## src/rtl/pvsp_defs.vh

```
/*
  constants and register map of the pcm voice slot port.
  assumes a plain register port (address, write data, strobes) beside it.
*/
`ifndef PVSP_DEFS_VH
`define PVSP_DEFS_VH
// Behaviour
// - two independent port instances, pins shared with i2s
// - master drives clock and sync, slave inputs
// - host changes mode, sync, rate, format
// - up to three full-duplex voice channels
// - sample interval split into at most 16 slots
// - slot count follows selected bit rate
// - transmit and receive share one slot
// - data output released on unassigned slots
// - release after falling clock in last bit
// - short and long sync, master or slave
// - short sync one bit, once per frame
// - slave samples sync on falling edge
// - long sync three bits, starts at slot zero
// - 13 sample bits, position and order configurable
// - spare bits ignored in, filled on out
// - reset format 13-bit left justified msb first
// - wideband transparent master 4 khz 16-bit
// - transparent wideband also as slave
// - sbc mode 16-bit samples at 16 khz
// - multiplexed rates only as bus master
// - mode change only while transport stopped

// register indices (byte address = index * 4)
`define PVSP_A_CTRL      4'h0
`define PVSP_A_FMT       4'h1
`define PVSP_A_SLOT      4'h2
`define PVSP_A_STAT      4'h3
`define PVSP_A_TX0       4'h4
`define PVSP_A_RX0       4'h8
// ctrl fields
`define PVSP_C_EN        0
`define PVSP_C_MASTER    1
`define PVSP_C_LONG      2
`define PVSP_C_PORT      3
`define PVSP_C_WIDE      4
`define PVSP_C_MUX       5
`define PVSP_C_SLOTS_LO  8
// slot-count log2 codes: 0..4 give 1,2,4,8,16 slots
`define PVSP_SLOTS_MAX   3'h4
// fmt fields
`define PVSP_F_SHIFT_LO  0
`define PVSP_F_LSBF      2
`define PVSP_F_FILL_LO   4
`define PVSP_F_CONST_LO  8
`define PVSP_FMT_RST     32'h00000000
`define PVSP_FILL_ZERO   2'h0
`define PVSP_FILL_ONE    2'h1
`define PVSP_FILL_SIGN   2'h2
`define PVSP_FILL_CONST  2'h3
// system clock 100 mhz; bit clock divider of master mode
`define PVSP_CLK_MHZ     100
`define PVSP_DIV_RST     8'h31
`define PVSP_LONG_BITS   5'h03
`define PVSP_WORD_BITS   16
`define PVSP_NCH         3
`endif

```

## src/rtl/pvsp_sync2.v

```verilog
/*
  two flip-flop synchroniser for pin inputs.
  assumes d is asynchronous to clk.
*/
`timescale 1ns/1ns
`default_nettype none
module pvsp_sync2 (
  input  wire clk,
  input  wire rst_n,
  input  wire d,
  output reg  q
);
  reg meta_q;
  // first stage is read only by the second stage
  always @(posedge clk or negedge rst_n) begin
    if (!rst_n) begin
      meta_q <= 1'b0;
      q      <= 1'b0;
    end else begin
      meta_q <= d;
      q      <= meta_q;
    end
  end
endmodule
`default_nettype wire

```

## src/rtl/pvsp_port.v

```verilog
/*
  pcm voice slot port: slot counter, sync generation and detection,
  three-channel serialiser and deserialiser, register file.
  assumes bit clock and sync pins arrive asynchronous and slow
  (well below a quarter of clk) and the pad logic muxes with i2s.
*/
`timescale 1ns/1ns
`default_nettype none
`include "pvsp_defs.vh"
module pvsp_port (
  input  wire        clk,
  input  wire        rst_n,
  input  wire [3:0]  reg_addr,
  input  wire [31:0] reg_wdata,
  input  wire        reg_wr,
  input  wire        reg_rd,
  output reg  [31:0] reg_rdata,
  input  wire        bclk_i,
  output reg         bclk_o,
  output reg         bclk_oe,
  input  wire        fsync_i,
  output reg         fsync_o,
  output reg         fsync_oe,
  input  wire        sdin_i,
  output reg         sdout_o,
  output reg         sdout_oe,
  output reg         port_sel_q
);
  // configuration
  reg        en_q, master_q, long_q, wide_q, mux_q;
  reg [2:0]  slots_q;
  reg [7:0]  div_q;
  reg [1:0]  shift_q;
  reg        lsbf_q;
  reg [1:0]  fill_q;
  reg [2:0]  const_q;
  reg [4:0]  ch_slot_q [0:2];
  reg [2:0]  ch_en_q;
  reg [15:0] tx_q [0:2];
  reg [15:0] rx_q [0:2];
  reg [2:0]  rx_new_q;
  reg        mux_err_q;
  // transport
  reg [7:0]  divc_q;
  reg        bclk_gen_q;
  reg        bclk_d1_q;
  reg [8:0]  bitc_q;
  reg        frame_on_q;
  reg [15:0] sh_tx_q, sh_rx_q;
  reg [1:0]  cur_ch_q;
  reg        cur_hit_q;
  reg        fs_s_q;
  reg        rise_d_q;
  wire [15:0] tx_word;
  wire       bclk_s, fsync_s, sdin_s;
  wire       bclk_now;
  wire       rise, fall;
  wire [8:0] frame_len;
  wire [4:0] slot_idx;
  wire [3:0] bit_idx;
  integer    k;
  integer    j;

  pvsp_sync2 u_sb (.clk(clk), .rst_n(rst_n), .d(bclk_i), .q(bclk_s));
  pvsp_sync2 u_sf (.clk(clk), .rst_n(rst_n), .d(fsync_i), .q(fsync_s));
  pvsp_sync2 u_sd (.clk(clk), .rst_n(rst_n), .d(sdin_i), .q(sdin_s));

  // master uses its own divided clock, slave the synchronised pin
  assign bclk_now  = master_q ? bclk_gen_q : bclk_s;
  assign rise      = bclk_now & ~bclk_d1_q;
  assign fall      = ~bclk_now & bclk_d1_q;
  assign frame_len = 9'h010 << slots_q;
  assign slot_idx  = bitc_q[8:4];
  assign bit_idx   = bitc_q[3:0];

  // 13-bit sample placed by shift and order, spare bits filled
  function [15:0] fmt_tx;
    input [15:0] s;
    input [1:0]  sh;
    input        lsbf;
    input [1:0]  fill;
    input [2:0]  cst;
    reg   [15:0] w;
    reg   [2:0]  f;
    integer      i;
    begin
      case (fill)
        `PVSP_FILL_ZERO: f = 3'h0;
        `PVSP_FILL_ONE:  f = 3'h7;
        `PVSP_FILL_SIGN: f = {3{s[12]}};
        default:         f = cst;
      endcase
      w = ({s[12:0], f} >> sh) | ({f, 13'h0000} << (2'h3 - sh));
      if (sh == 2'h0)
        w = {s[12:0], f};
      fmt_tx = w;
      if (lsbf) begin
        for (i = 0; i < 16; i = i + 1)
          fmt_tx[i] = w[15 - i];
      end
    end
  endfunction

  // word back to sign-extended 13-bit sample, spare bits dropped
  function [15:0] fmt_rx;
    input [15:0] w;
    input [1:0]  sh;
    input        lsbf;
    reg   [15:0] v;
    reg   [15:0] t;
    integer      i;
    begin
      v = w;
      if (lsbf) begin
        for (i = 0; i < 16; i = i + 1)
          v[i] = w[15 - i];
      end
      t = v << sh;
      fmt_rx = {{3{t[15]}}, t[15:3]};
    end
  endfunction

  // word that goes on the wire for the slot owner
  assign tx_word = wide_q ? tx_q[cur_ch_q] :
                   fmt_tx(tx_q[cur_ch_q], shift_q, lsbf_q, fill_q, const_q);

  // register writes; transport must be stopped to change mode
  always @(posedge clk or negedge rst_n) begin
    if (!rst_n) begin
      en_q <= 1'b0; master_q <= 1'b0; long_q <= 1'b0;
      wide_q <= 1'b0; mux_q <= 1'b0; slots_q <= 3'h0;
      port_sel_q <= 1'b0; div_q <= `PVSP_DIV_RST;
      shift_q <= 2'h0; lsbf_q <= 1'b0; fill_q <= 2'h0;
      const_q <= 3'h0; ch_en_q <= 3'h0; mux_err_q <= 1'b0;
      for (k = 0; k < `PVSP_NCH; k = k + 1) begin
        ch_slot_q[k] <= 5'h00;
        tx_q[k]      <= 16'h0000;
      end
    end else if (reg_wr) begin
      case (reg_addr)
        `PVSP_A_CTRL: begin
          en_q <= reg_wdata[`PVSP_C_EN];
          if (!en_q) begin
            master_q   <= reg_wdata[`PVSP_C_MASTER];
            long_q     <= reg_wdata[`PVSP_C_LONG];
            port_sel_q <= reg_wdata[`PVSP_C_PORT];
            wide_q     <= reg_wdata[`PVSP_C_WIDE];
            // mux only allowed as master, else refused and flagged
            mux_q      <= reg_wdata[`PVSP_C_MUX] & reg_wdata[`PVSP_C_MASTER];
            mux_err_q  <= reg_wdata[`PVSP_C_MUX] & ~reg_wdata[`PVSP_C_MASTER];
            slots_q    <= (reg_wdata[10:8] > `PVSP_SLOTS_MAX) ?
                          `PVSP_SLOTS_MAX : reg_wdata[10:8];
            div_q      <= reg_wdata[23:16];
          end
        end
        `PVSP_A_FMT: if (!en_q) begin
          shift_q <= reg_wdata[1:0];
          lsbf_q  <= reg_wdata[`PVSP_F_LSBF];
          fill_q  <= reg_wdata[5:4];
          const_q <= reg_wdata[10:8];
        end
        `PVSP_A_SLOT: if (!en_q) begin
          ch_slot_q[0] <= reg_wdata[4:0];
          ch_slot_q[1] <= reg_wdata[12:8];
          ch_slot_q[2] <= reg_wdata[20:16];
          ch_en_q      <= reg_wdata[26:24];
        end
        4'h4, 4'h5, 4'h6: tx_q[reg_addr[1:0]] <= reg_wdata[15:0];
        default: ;
      endcase
    end
  end

  // read data one cycle after the strobe; unmapped reads zero
  always @(posedge clk or negedge rst_n) begin
    if (!rst_n)
      reg_rdata <= 32'h00000000;
    else if (reg_rd) begin
      case (reg_addr)
        `PVSP_A_CTRL: reg_rdata <= {8'h00, div_q, 5'h00, slots_q, 2'h0, mux_q,
                                    wide_q, port_sel_q, long_q, master_q, en_q};
        `PVSP_A_FMT:  reg_rdata <= {21'h000000, const_q, 2'h0, fill_q, 1'b0,
                                    lsbf_q, shift_q};
        `PVSP_A_SLOT: reg_rdata <= {5'h00, ch_en_q, 3'h0, ch_slot_q[2], 3'h0,
                                    ch_slot_q[1], 3'h0, ch_slot_q[0]};
        `PVSP_A_STAT: reg_rdata <= {27'h0000000, mux_err_q, frame_on_q, rx_new_q};
        4'h4, 4'h5, 4'h6: reg_rdata <= {16'h0000, tx_q[reg_addr[1:0]]};
        4'h8, 4'h9, 4'hA: reg_rdata <= {16'h0000, rx_q[reg_addr[1:0]]};
        default: reg_rdata <= 32'h00000000;
      endcase
    end else
      reg_rdata <= 32'h00000000;
  end

  // master bit clock divider and edge history
  always @(posedge clk or negedge rst_n) begin
    if (!rst_n) begin
      divc_q <= 8'h00; bclk_gen_q <= 1'b0; bclk_d1_q <= 1'b0;
      rise_d_q <= 1'b0;
    end else begin
      bclk_d1_q <= bclk_now;
      // delayed rise: the bit counter has already moved to the new bit
      rise_d_q  <= rise;
      if (!en_q || !master_q) begin
        divc_q <= 8'h00; bclk_gen_q <= 1'b0;
      end else if (divc_q >= div_q) begin
        divc_q <= 8'h00; bclk_gen_q <= ~bclk_gen_q;
      end else
        divc_q <= divc_q + 8'h01;
    end
  end

  // frame timing: bit counter, sync out/in, slot lookup
  always @(posedge clk or negedge rst_n) begin
    if (!rst_n) begin
      bitc_q <= 9'h000; frame_on_q <= 1'b0; fs_s_q <= 1'b0;
      fsync_o <= 1'b0;
    end else if (!en_q) begin
      bitc_q <= 9'h000; frame_on_q <= 1'b0; fs_s_q <= 1'b0;
      fsync_o <= 1'b0;
    end else if (master_q) begin
      if (rise) begin
        // one sync per frame, slots back to back from the boundary
        frame_on_q <= 1'b1;
        bitc_q <= (!frame_on_q || bitc_q == frame_len - 9'h001) ?
                  9'h000 : bitc_q + 9'h001;
        if (!frame_on_q || bitc_q == frame_len - 9'h001)
          fsync_o <= 1'b1;
        else if (!long_q || bitc_q >= {4'h0, `PVSP_LONG_BITS} - 9'h001)
          fsync_o <= 1'b0;
      end
    end else begin
      if (fall)
        fs_s_q <= fsync_s;
      if (rise) begin
        // short: sync seen high at falling edge marks next rise as bit 0
        // long: sync rising with bit 0 marks it directly
        if ((!long_q && fs_s_q) || (long_q && fsync_s && !fs_s_q)) begin
          bitc_q <= 9'h000; frame_on_q <= 1'b1;
        end else
          bitc_q <= (bitc_q == frame_len - 9'h001) ? 9'h000 : bitc_q + 9'h001;
      end
    end
  end

  // which channel owns the present slot; same slot both ways
  always @* begin
    cur_ch_q = 2'h0;
    cur_hit_q = 1'b0;
    for (j = `PVSP_NCH - 1; j >= 0; j = j - 1)
      if (ch_en_q[j] && ch_slot_q[j] == slot_idx && frame_on_q) begin
        cur_ch_q  = j[1:0];
        cur_hit_q = 1'b1;
      end
  end

  // serialiser: load at slot start, shift on rise, release after last fall
  always @(posedge clk or negedge rst_n) begin
    if (!rst_n) begin
      sh_tx_q <= 16'h0000; sdout_o <= 1'b0; sdout_oe <= 1'b0;
      sh_rx_q <= 16'h0000; rx_new_q <= 3'h0;
      for (k = 0; k < `PVSP_NCH; k = k + 1)
        rx_q[k] <= 16'h0000;
    end else begin
      if (reg_rd && reg_addr[3])
        rx_new_q[reg_addr[1:0]] <= 1'b0;
      if (!en_q)
        sdout_oe <= 1'b0;
      else if (rise_d_q && frame_on_q) begin
        if (bit_idx == 4'h0 && cur_hit_q) begin
          sh_tx_q <= {tx_word[14:0], 1'b0};
          sdout_o <= tx_word[15];
          sdout_oe <= 1'b1;
        end else if (cur_hit_q) begin
          sdout_o <= sh_tx_q[15];
          sh_tx_q <= sh_tx_q << 1;
        end else
          sdout_oe <= 1'b0;
      end else if (fall && bit_idx == 4'hF)
        sdout_oe <= 1'b0;
      // receive only inside owned slots; others discarded
      if (fall && frame_on_q && cur_hit_q) begin
        sh_rx_q <= {sh_rx_q[14:0], sdin_s};
        if (bit_idx == 4'hF) begin
          rx_q[cur_ch_q] <= wide_q ? {sh_rx_q[14:0], sdin_s} :
                            fmt_rx({sh_rx_q[14:0], sdin_s}, shift_q, lsbf_q);
          rx_new_q[cur_ch_q] <= 1'b1; // set wins over read clear
        end
      end
    end
  end

  // pin drivers registered; enables high only in master mode
  always @(posedge clk or negedge rst_n) begin
    if (!rst_n) begin
      bclk_o <= 1'b0; bclk_oe <= 1'b0; fsync_oe <= 1'b0;
    end else begin
      bclk_o   <= bclk_gen_q;
      bclk_oe  <= en_q & master_q;
      fsync_oe <= en_q & master_q;
    end
  end
endmodule
`default_nettype wire

```

## config.mk

```make
export PLATFORM = sky130hd
export DESIGN_NAME = pvsp_port
export DESIGN_NICKNAME = d
export VERILOG_FILES = /design/src/rtl/pvsp_sync2.v /design/src/rtl/pvsp_port.v
export VERILOG_INCLUDE_DIRS = /design/src /design/src/rtl
export SDC_FILE = /design/constraint.sdc
export NUM_CORES = 1
export LEC_CHECK = 0
export BUFFER_PORTS_ARGS = -buffer_cell sky130_fd_sc_hd__buf_2
export CAP_MARGIN = 0
export CORE_MARGIN = 5
export CORE_UTILIZATION = 40
export CTS_CLUSTER_DIAMETER = 30
export DETAILED_ROUTE_END_ITERATION = 6
export GPL_TIMING_DRIVEN = 0
export PLACE_DENSITY = 0.58
export SLEW_MARGIN = 40
export SYNTH_ARGS = -nofsm -noshare
export SYNTH_HDL_FRONTEND = slang
export SYNTH_SLANG_ARGS = --single-unit
```

## constraint.sdc

```tcl
create_clock -name clk -period 3.3 [get_ports clk]
set_input_delay 0.165 -clock clk [delete_from_list [all_inputs] [get_ports clk]]
set_output_delay 0.165 -clock clk [all_outputs]
set_load 0.02 [all_outputs]
```

==> qor.txt, run 1 <==
status = completed
Rel. slew slack = 43.9%
max cap viols = 0
synthesized area = 12600 um2
setup violators final = 0
RR Endpoint = sh_tx_q[5]
Antenna Nets Post-Route = 0
area of the die = 35100 um2
fin crit share = 97.9%
num ports = 82
worst r2r src = bitc_q[5]
port bufs = 68
clk buf depth = 3
gpl congestion = 0.960
first-pass GRT wire length = 65000 um
routed vias = 10700
DRC Markers = 0
FILL cells = 2850
Syn. warnings = 0
Bufs and invs on worst path = 3
Slew @ Worst Pin = 842 ps
r2r setup slk = 70 ps
Synth Register Bits = 233
critical path type = reg -> reg
Layout Nets = 1454
initial antenna violation count = 0
detailed-router iteration count before antenna repair = 5
WL/cell = 22.3 um
crit path time final = 3230 ps
Yosys top cell by area = dfrtp_1
synthesized instance count = 1223
achievable frequency = 310 MHz
maximum level of the CTS H-tree = 2
Synth top area share = 45.8%
Worst VDD drop = 0.456 mV
Lkg Pwr = 7.27 nW
Crit path largest cell delay = 550 ps
Worst Skew = 38.3 ps
Post-synth top cells = dfrtp_1, nand2_1, o21ai_0, mux2_2, nor2_1
DP Area = 13500 um2
Hold WS = 9.33 ps
Synth area leaders = dfrtp_1, mux2_2, o21ai_0
Final Cell Area = 16300 um2
initial core utilization = 40.1%
setup TNS = 0 ps
Overall Global Routing Usage = 23.4%
Rows = 65
chip height = 187 um
CTS tree = done
Hold Path Class = in -> async
vias in the first global route = 11000
largest net degree at the start of global routing = 74
CTS Buf Count = 61
Worst Reg-to-Reg Cells = 11
Post-synth ARST share = 100%
CP Cell Sequence = buf_6 > xnor2_2 > nand4_4 > or2_1 > buf_6 > a21oi_4 > buf_4 > a2bb2oi_4 > mux2i_1 > mux4_2 > o41ai_2
CP most frequent cell = buf_6
average size of a mapped cell = 10.3 um2
sequential fraction of the synthesis area = 46.4%
HPWL Detailed = 29500 um
Total Wirelength = 41200 um
unrepaired setup endpoints after global routing = true
Via density = 5.76
arrival time worst endpoint = 3680 ps
cell family with most CP delay = compound AO/OA/AOI/OAI gates
Worst Path Max Fanout = 10
layout cells sized above 1 = 26.5%
count of cell types in the netlist = 74
final hold vios = 0
Core ar. = 31300 um2
Req. time, crit path = 3750 ps
critical path's slowest cell = mux4_2
die width = 187 um
Power Density = 735 nW/um2
count leader, synth = dfrtp_1
clock transition at the registers of the reported paths = 50 ps
Overflow after GRT = 0
area grow syn2layout = 29.6%
clock root buffer = clkbuf_16
Top FF cell, synth = dfrtp_1
clk sink count = 233
final-report max-slew violation count = 0
CP startpoint kind = flop
initial detailed-routing violation count = 914
EDFF count, synth = 0
clock latency on the worst-skew pair = 590 ps
CP endpoint kind = flop
## repair_timing
action                     in CTS  in global routing
cloned                          0                  0
hold endpoints to repair      257                  0
buffers inserted                0                  3
pin swaps                       0                  2
hold buffers                   33                  0
setup endpoints to repair      48                 30
resized for setup               8                 18
## state kept, by name (all words and copies together) (netlist names), 8 cells and up
signal and count:
tx_q 48, divc_q 8, rx_q 48, sh_rx_q 15
ch_slot_q 15, div_q 8, reg_rdata 27, sh_tx_q 15
bitc_q 9
## logic make-up (layout without fill, tap and decap cells)
| group | after synthesis | after routing | share of synthesized area (%) |
|---|---|---|---|
| and+or+nand+nor | 334 | 334 | 12.0 |
| adders and majority gates | 12 | 12 | 1.19 |
| xor gates and xnor gates | 26 | 26 | 2.05 |
| AOI/OAI and AO/OA | 316 | 316 | 16.3 |
| other | 1 | 6 | 0.0298 |
| DFF | 233 | 233 | 46.4 |
| muxes | 182 | 182 | 17.8 |
| buffers and inverters | 119 | 341 | 4.22 |
## layer usage
metal	track usage [%]	vias to the layer above	wire length, um
li1	-	4837	-
met1	32.6	5335	18100
met2	36.4	418	19000
met3	5.52	84	3070
met4	7.00	0	1060
met5	0	-	0
## how the worst max path moves through the flow
stage	start	endpoint	depth (start not counted)
finish	bitc_q[5]	sh_tx_q[5]	11
global route	bitc_q[7]	sh_tx_q[1]	12
CTS	bitc_q[7]	sh_tx_q[5]	10
detailed placement	bitc_q[8]	sh_tx_q[5]	9
global placement	rst_n	sh_tx_q[4]	1
floorplan	bitc_q[4]	sh_tx_q[5]	11
## power breakdown
part / switching, mW / internal [mW]
clock network: 1.90 / 4.41
registers: 0.346 / 3.18
logic: 1.29 / 0.853
total: 3.53 / 8.44
## layout by cell type (no fill, tap or decap), types with 9 or more instances in the layout
master,synthesis,layout
xor2_1,15,15
a22oi_1,23,22
buf_4,8,11
and3_1,16,16
o22ai_1,14,11
a21oi_1,50,50
o221ai_1,10,10
inv_1,29,29
nor2_1,96,95
ha_1,12,12
dfrtp_1,230,230
bufinv_16,0,11
o21ai_0,119,117
nand3_1,18,16
o31ai_1,10,10
clkbuf_16,0,61
clkbuf_1,52,55
mux2_2,106,106
or3_1,11,11
nand2b_1,11,11
dlygate4sd3_1,0,33
buf_2,13,82
mux4_2,23,23
a31oi_1,10,9
nand2_1,126,126
nor3_1,19,18
mux2i_1,53,52
## per-stage QoR
step | utilization, % | std cells | power, mW | worst slack (ps)
after floorplan | - | 1227 | 4.79 | 731
after global placement | 42.9 | 1697 | 5.53 | -2200
after detailed placement | 43.3 | 1702 | 5.56 | -324
after CTS | 51.6 | 1848 | 12.0 | -29.1
after global routing | 52.0 | 1851 | 12.4 | -18.4
final | 52.0 | 1852 | 12.0 | 70.8
## final cells by class
type / instances / area, um2 / share of cell area [%]
clock inverter: 39 / 588 / 3.61
buffer: 89 / 425 / 2.61
inverter: 30 / 113 / 0.691
multi-input combinational: 875 / 6380 / 39.2
timing repair buffer: 109 / 796 / 4.89
antenna: 1 / 2.50 / 0.0154
tap: 402 / 503 / 3.09
clock buffer: 74 / 1650 / 10.1
sequential: 233 / 5830 / 35.8
## worst reg2reg max path, cell delays in order, from the launching register on
cell	delay, ps
dfrtp_1	370
buf_6	150
xnor2_2	200
nand4_4	190
or2_1	280
buf_6	150
a21oi_4	340
buf_4	220
a2bb2oi_4	240
mux2i_1	200
mux4_2	550
o41ai_2	220
(Power assumes the default switching activity.)
==> run 2, diff against run 1 <==
Settings changed: CORE_MARGIN 5 to 2.
==> qor.txt, run 2 (synthesis gave the netlist of run 1 again) <==
Req. time, crit path = 3750 ps (about the same)
arrival time worst endpoint = 3700 ps (was 3680 ps)
setup TNS = 0 ps (unchanged)
CTS tree = done (unchanged)
Layout Nets = 1444 (was 1454)
routed vias = 10700 (about the same)
WL/cell = 22.3 um (about the same)
CTS Buf Count = 54 (was 61)
GR peak layer = met2 (unchanged)
clock root buffer = clkbuf_16 (unchanged)
Clk network pwr share = 49.0% (was 52.7%)
setup violators final = 0 (unchanged)
Total Wirelength = 40900 um (was 41200 um)
CP most frequent cell = buf_6 (unchanged)
Worst Skew = 50.1 ps (was 38.3 ps)
first-pass GRT wire length = 63900 um (was 65000 um)
setup ws final = 47.0 ps (was 70.8 ps)
Post-Place Setup Slack = -391 ps (was -324 ps)
Switching Power = 3.37 mW (was 3.53 mW)
Slew @ Worst Pin = 924 ps (was 842 ps)
internal power component = 7.72 mW (was 8.44 mW)
Overall Global Routing Usage = 25.2% (was 23.4%)
CP Cell Sequence = buf_6 > xor2_1 > nor2_2 > nand3_2 > a21oi_4 > buf_6 > o22a_1 > mux2i_1 > mux4_2 > o41ai_2 (was buf_6 > xnor2_2 > nand4_4 > or2_1 > buf_6 > a21oi_4 > buf_4 > a2bb2oi_4 > mux2i_1 > mux4_2 > o41ai_2)
vias in the first global route = 10800 (was 11000)
Worst VDD drop = 0.436 mV (was 0.456 mV)
Gate power share = 19.2% (was 17.9%)
achievable frequency = 307 MHz (was 310 MHz)
maximum level of the CTS H-tree = 2 (unchanged)
area grow syn2layout = 26.5% (was 29.6%)
grt met1 use = 34.8% (was 32.6%)
initial antenna violation count = 0 (unchanged)
Rows = 64 (was 65)
HPWL Detailed = 29400 um (was 29500 um)
commonest non-fill, non-tap cell in the layout = dfrtp_1 (unchanged)
grt met2 use = 39.1% (was 36.4%)
largest net degree at the start of global routing = 58 (was 74)
port bufs = 68 (unchanged)
num ports = 82 (unchanged)
clock latency on the worst-skew pair = 600 ps (was 590 ps)
clock transition at the registers of the reported paths = 50 ps (about the same)
unrepaired setup endpoints after global routing = true (unchanged)
clk buf depth = 3 (unchanged)
FILL cells = 2821 (was 2850)
Core ar. = 30700 um2 (was 31300 um2)
CP endpoint kind = flop (unchanged)
Rel. slew slack = 37.7% (was 43.9%)
clk sink count = 233 (unchanged)
Largest regs = rx_q: 48 flops, tx_q: 48 flops, reg_rdata: 27 flops (unchanged)
Bufs and invs on worst path = 2 (was 3)
sw frac = 30.4% (was 29.5%)
chip height = 181 um (was 187 um)
final hold vios = 0 (unchanged)
met3 Track Usage GR = 5.30% (was 5.52%)
Overflow after GRT = 0 (unchanged)
final-report max-slew violation count = 0 (unchanged)
crit path time final = 3250 ps (was 3230 ps)
Antenna Nets Post-Route = 0 (unchanged)
initial detailed-routing violation count = 861 (was 914)
area of the die = 32900 um2 (was 35100 um2)
Worst Path Max Fanout = 10 (unchanged)
cell family with most CP delay = compound AO/OA/AOI/OAI gates (unchanged)
CP startpoint kind = flop (unchanged)
Crit path largest cell delay = 530 ps (was 550 ps)
detailed-router iteration count before antenna repair = 5 (unchanged)
DRC Markers = 0 (unchanged)
leading cell types in the layout, fill and taps excluded = dfrtp_1, nand2_1, o21ai_0 (unchanged)
initial core utilization = 40.9% (was 40.1%)
multi-input combinational cell area = 6330 um2 (was 6380 um2)
status = completed (unchanged)
gpl congestion = 0.901 (was 0.960)
critical path type = reg -> reg (unchanged)
max cap viols = 0 (unchanged)
Via density = 5.84 (was 5.76)
Seq pwr share = 31.8% (was 29.4%)
Hold Path Class = in -> reg (was in -> async)
fin crit share = 98.6% (was 97.9%)
Seq. cell area = 5830 um2 (unchanged)
die width = 181 um (was 187 um)
layout cells sized above 1 = 25.4% (was 26.5%)
critical path's slowest cell = mux4_2 (unchanged)
Power Density = 697 nW/um2 (was 735 nW/um2)
Lkg Pwr = 7.09 nW (was 7.27 nW)
## run 2: power groups by stage
stage               sequential, mW  combinational, mW  clock (mW)
finish                        3.52               2.13        5.43
global route                  3.56               2.31        5.66
CTS                           3.50               2.09        5.49
detailed placement            3.53               2.03           0
global placement              3.52               2.00           0
floorplan                     3.43               1.36           0
## run 2: worst paths after layout
kind                               from             to  slack [ps]  depth (start not counted)
max                           bitc_q[8]     sh_tx_q[5]          50                         10
min                        reg_wdata[1]  ch_slot_q[11]          20                          2
max reg2reg                   bitc_q[8]     sh_tx_q[5]          50                         10
min reg2reg                 u_sf.meta_q         u_sf.q         340                          0
max in group asynchronous         rst_n       tx_q[29]        2290                          4
min in group asynchronous         rst_n      divc_q[7]          50                          2
## run 2: per-layer routing
metal  up-vias  wire length, um
met5         -                0
met3        97             2780
met2       403            18600
met4         0             1290
met1      5389            18200
li1       4805                -
## run 2: per-stage QoR
stage | hold slack, ps | cell area (um2) | cells | utilization (%) | power, mW
2_1_floorplan | -131 | 12600 | 1227 | - | 4.79
3_3_place_gp | 274 | 13400 | 1691 | 43.6 | 5.52
3_5_place_dp | 73.2 | 13600 | 1697 | 44.1 | 5.57
4_1_cts | 7.92 | 15800 | 1829 | 51.5 | 11.1
5_1_grt | 15.2 | 15900 | 1830 | 51.7 | 11.5
6_report | 15.0 | 15900 | 1831 | 51.7 | 11.1
## run 2: what timing repair did
item                                    CTS  global route
resized for setup                         9            11
endpoints found under the hold margin   209             0
buffers inserted                          0             2
endpoints found under the setup margin   54            21
pin swaps                                 1             1
hold buffers                             31             0
## run 2: layout make-up
type / count / area share, %
clock buffer: 71 / 9.28
antenna: 1 / 0.0157
timing repair buffer: 107 / 5.01
clock inverter: 30 / 2.70
buffer: 88 / 2.65
inverter: 30 / 0.708
sequential: 233 / 36.7
multi-input combinational: 875 / 39.8
tap: 396 / 3.12
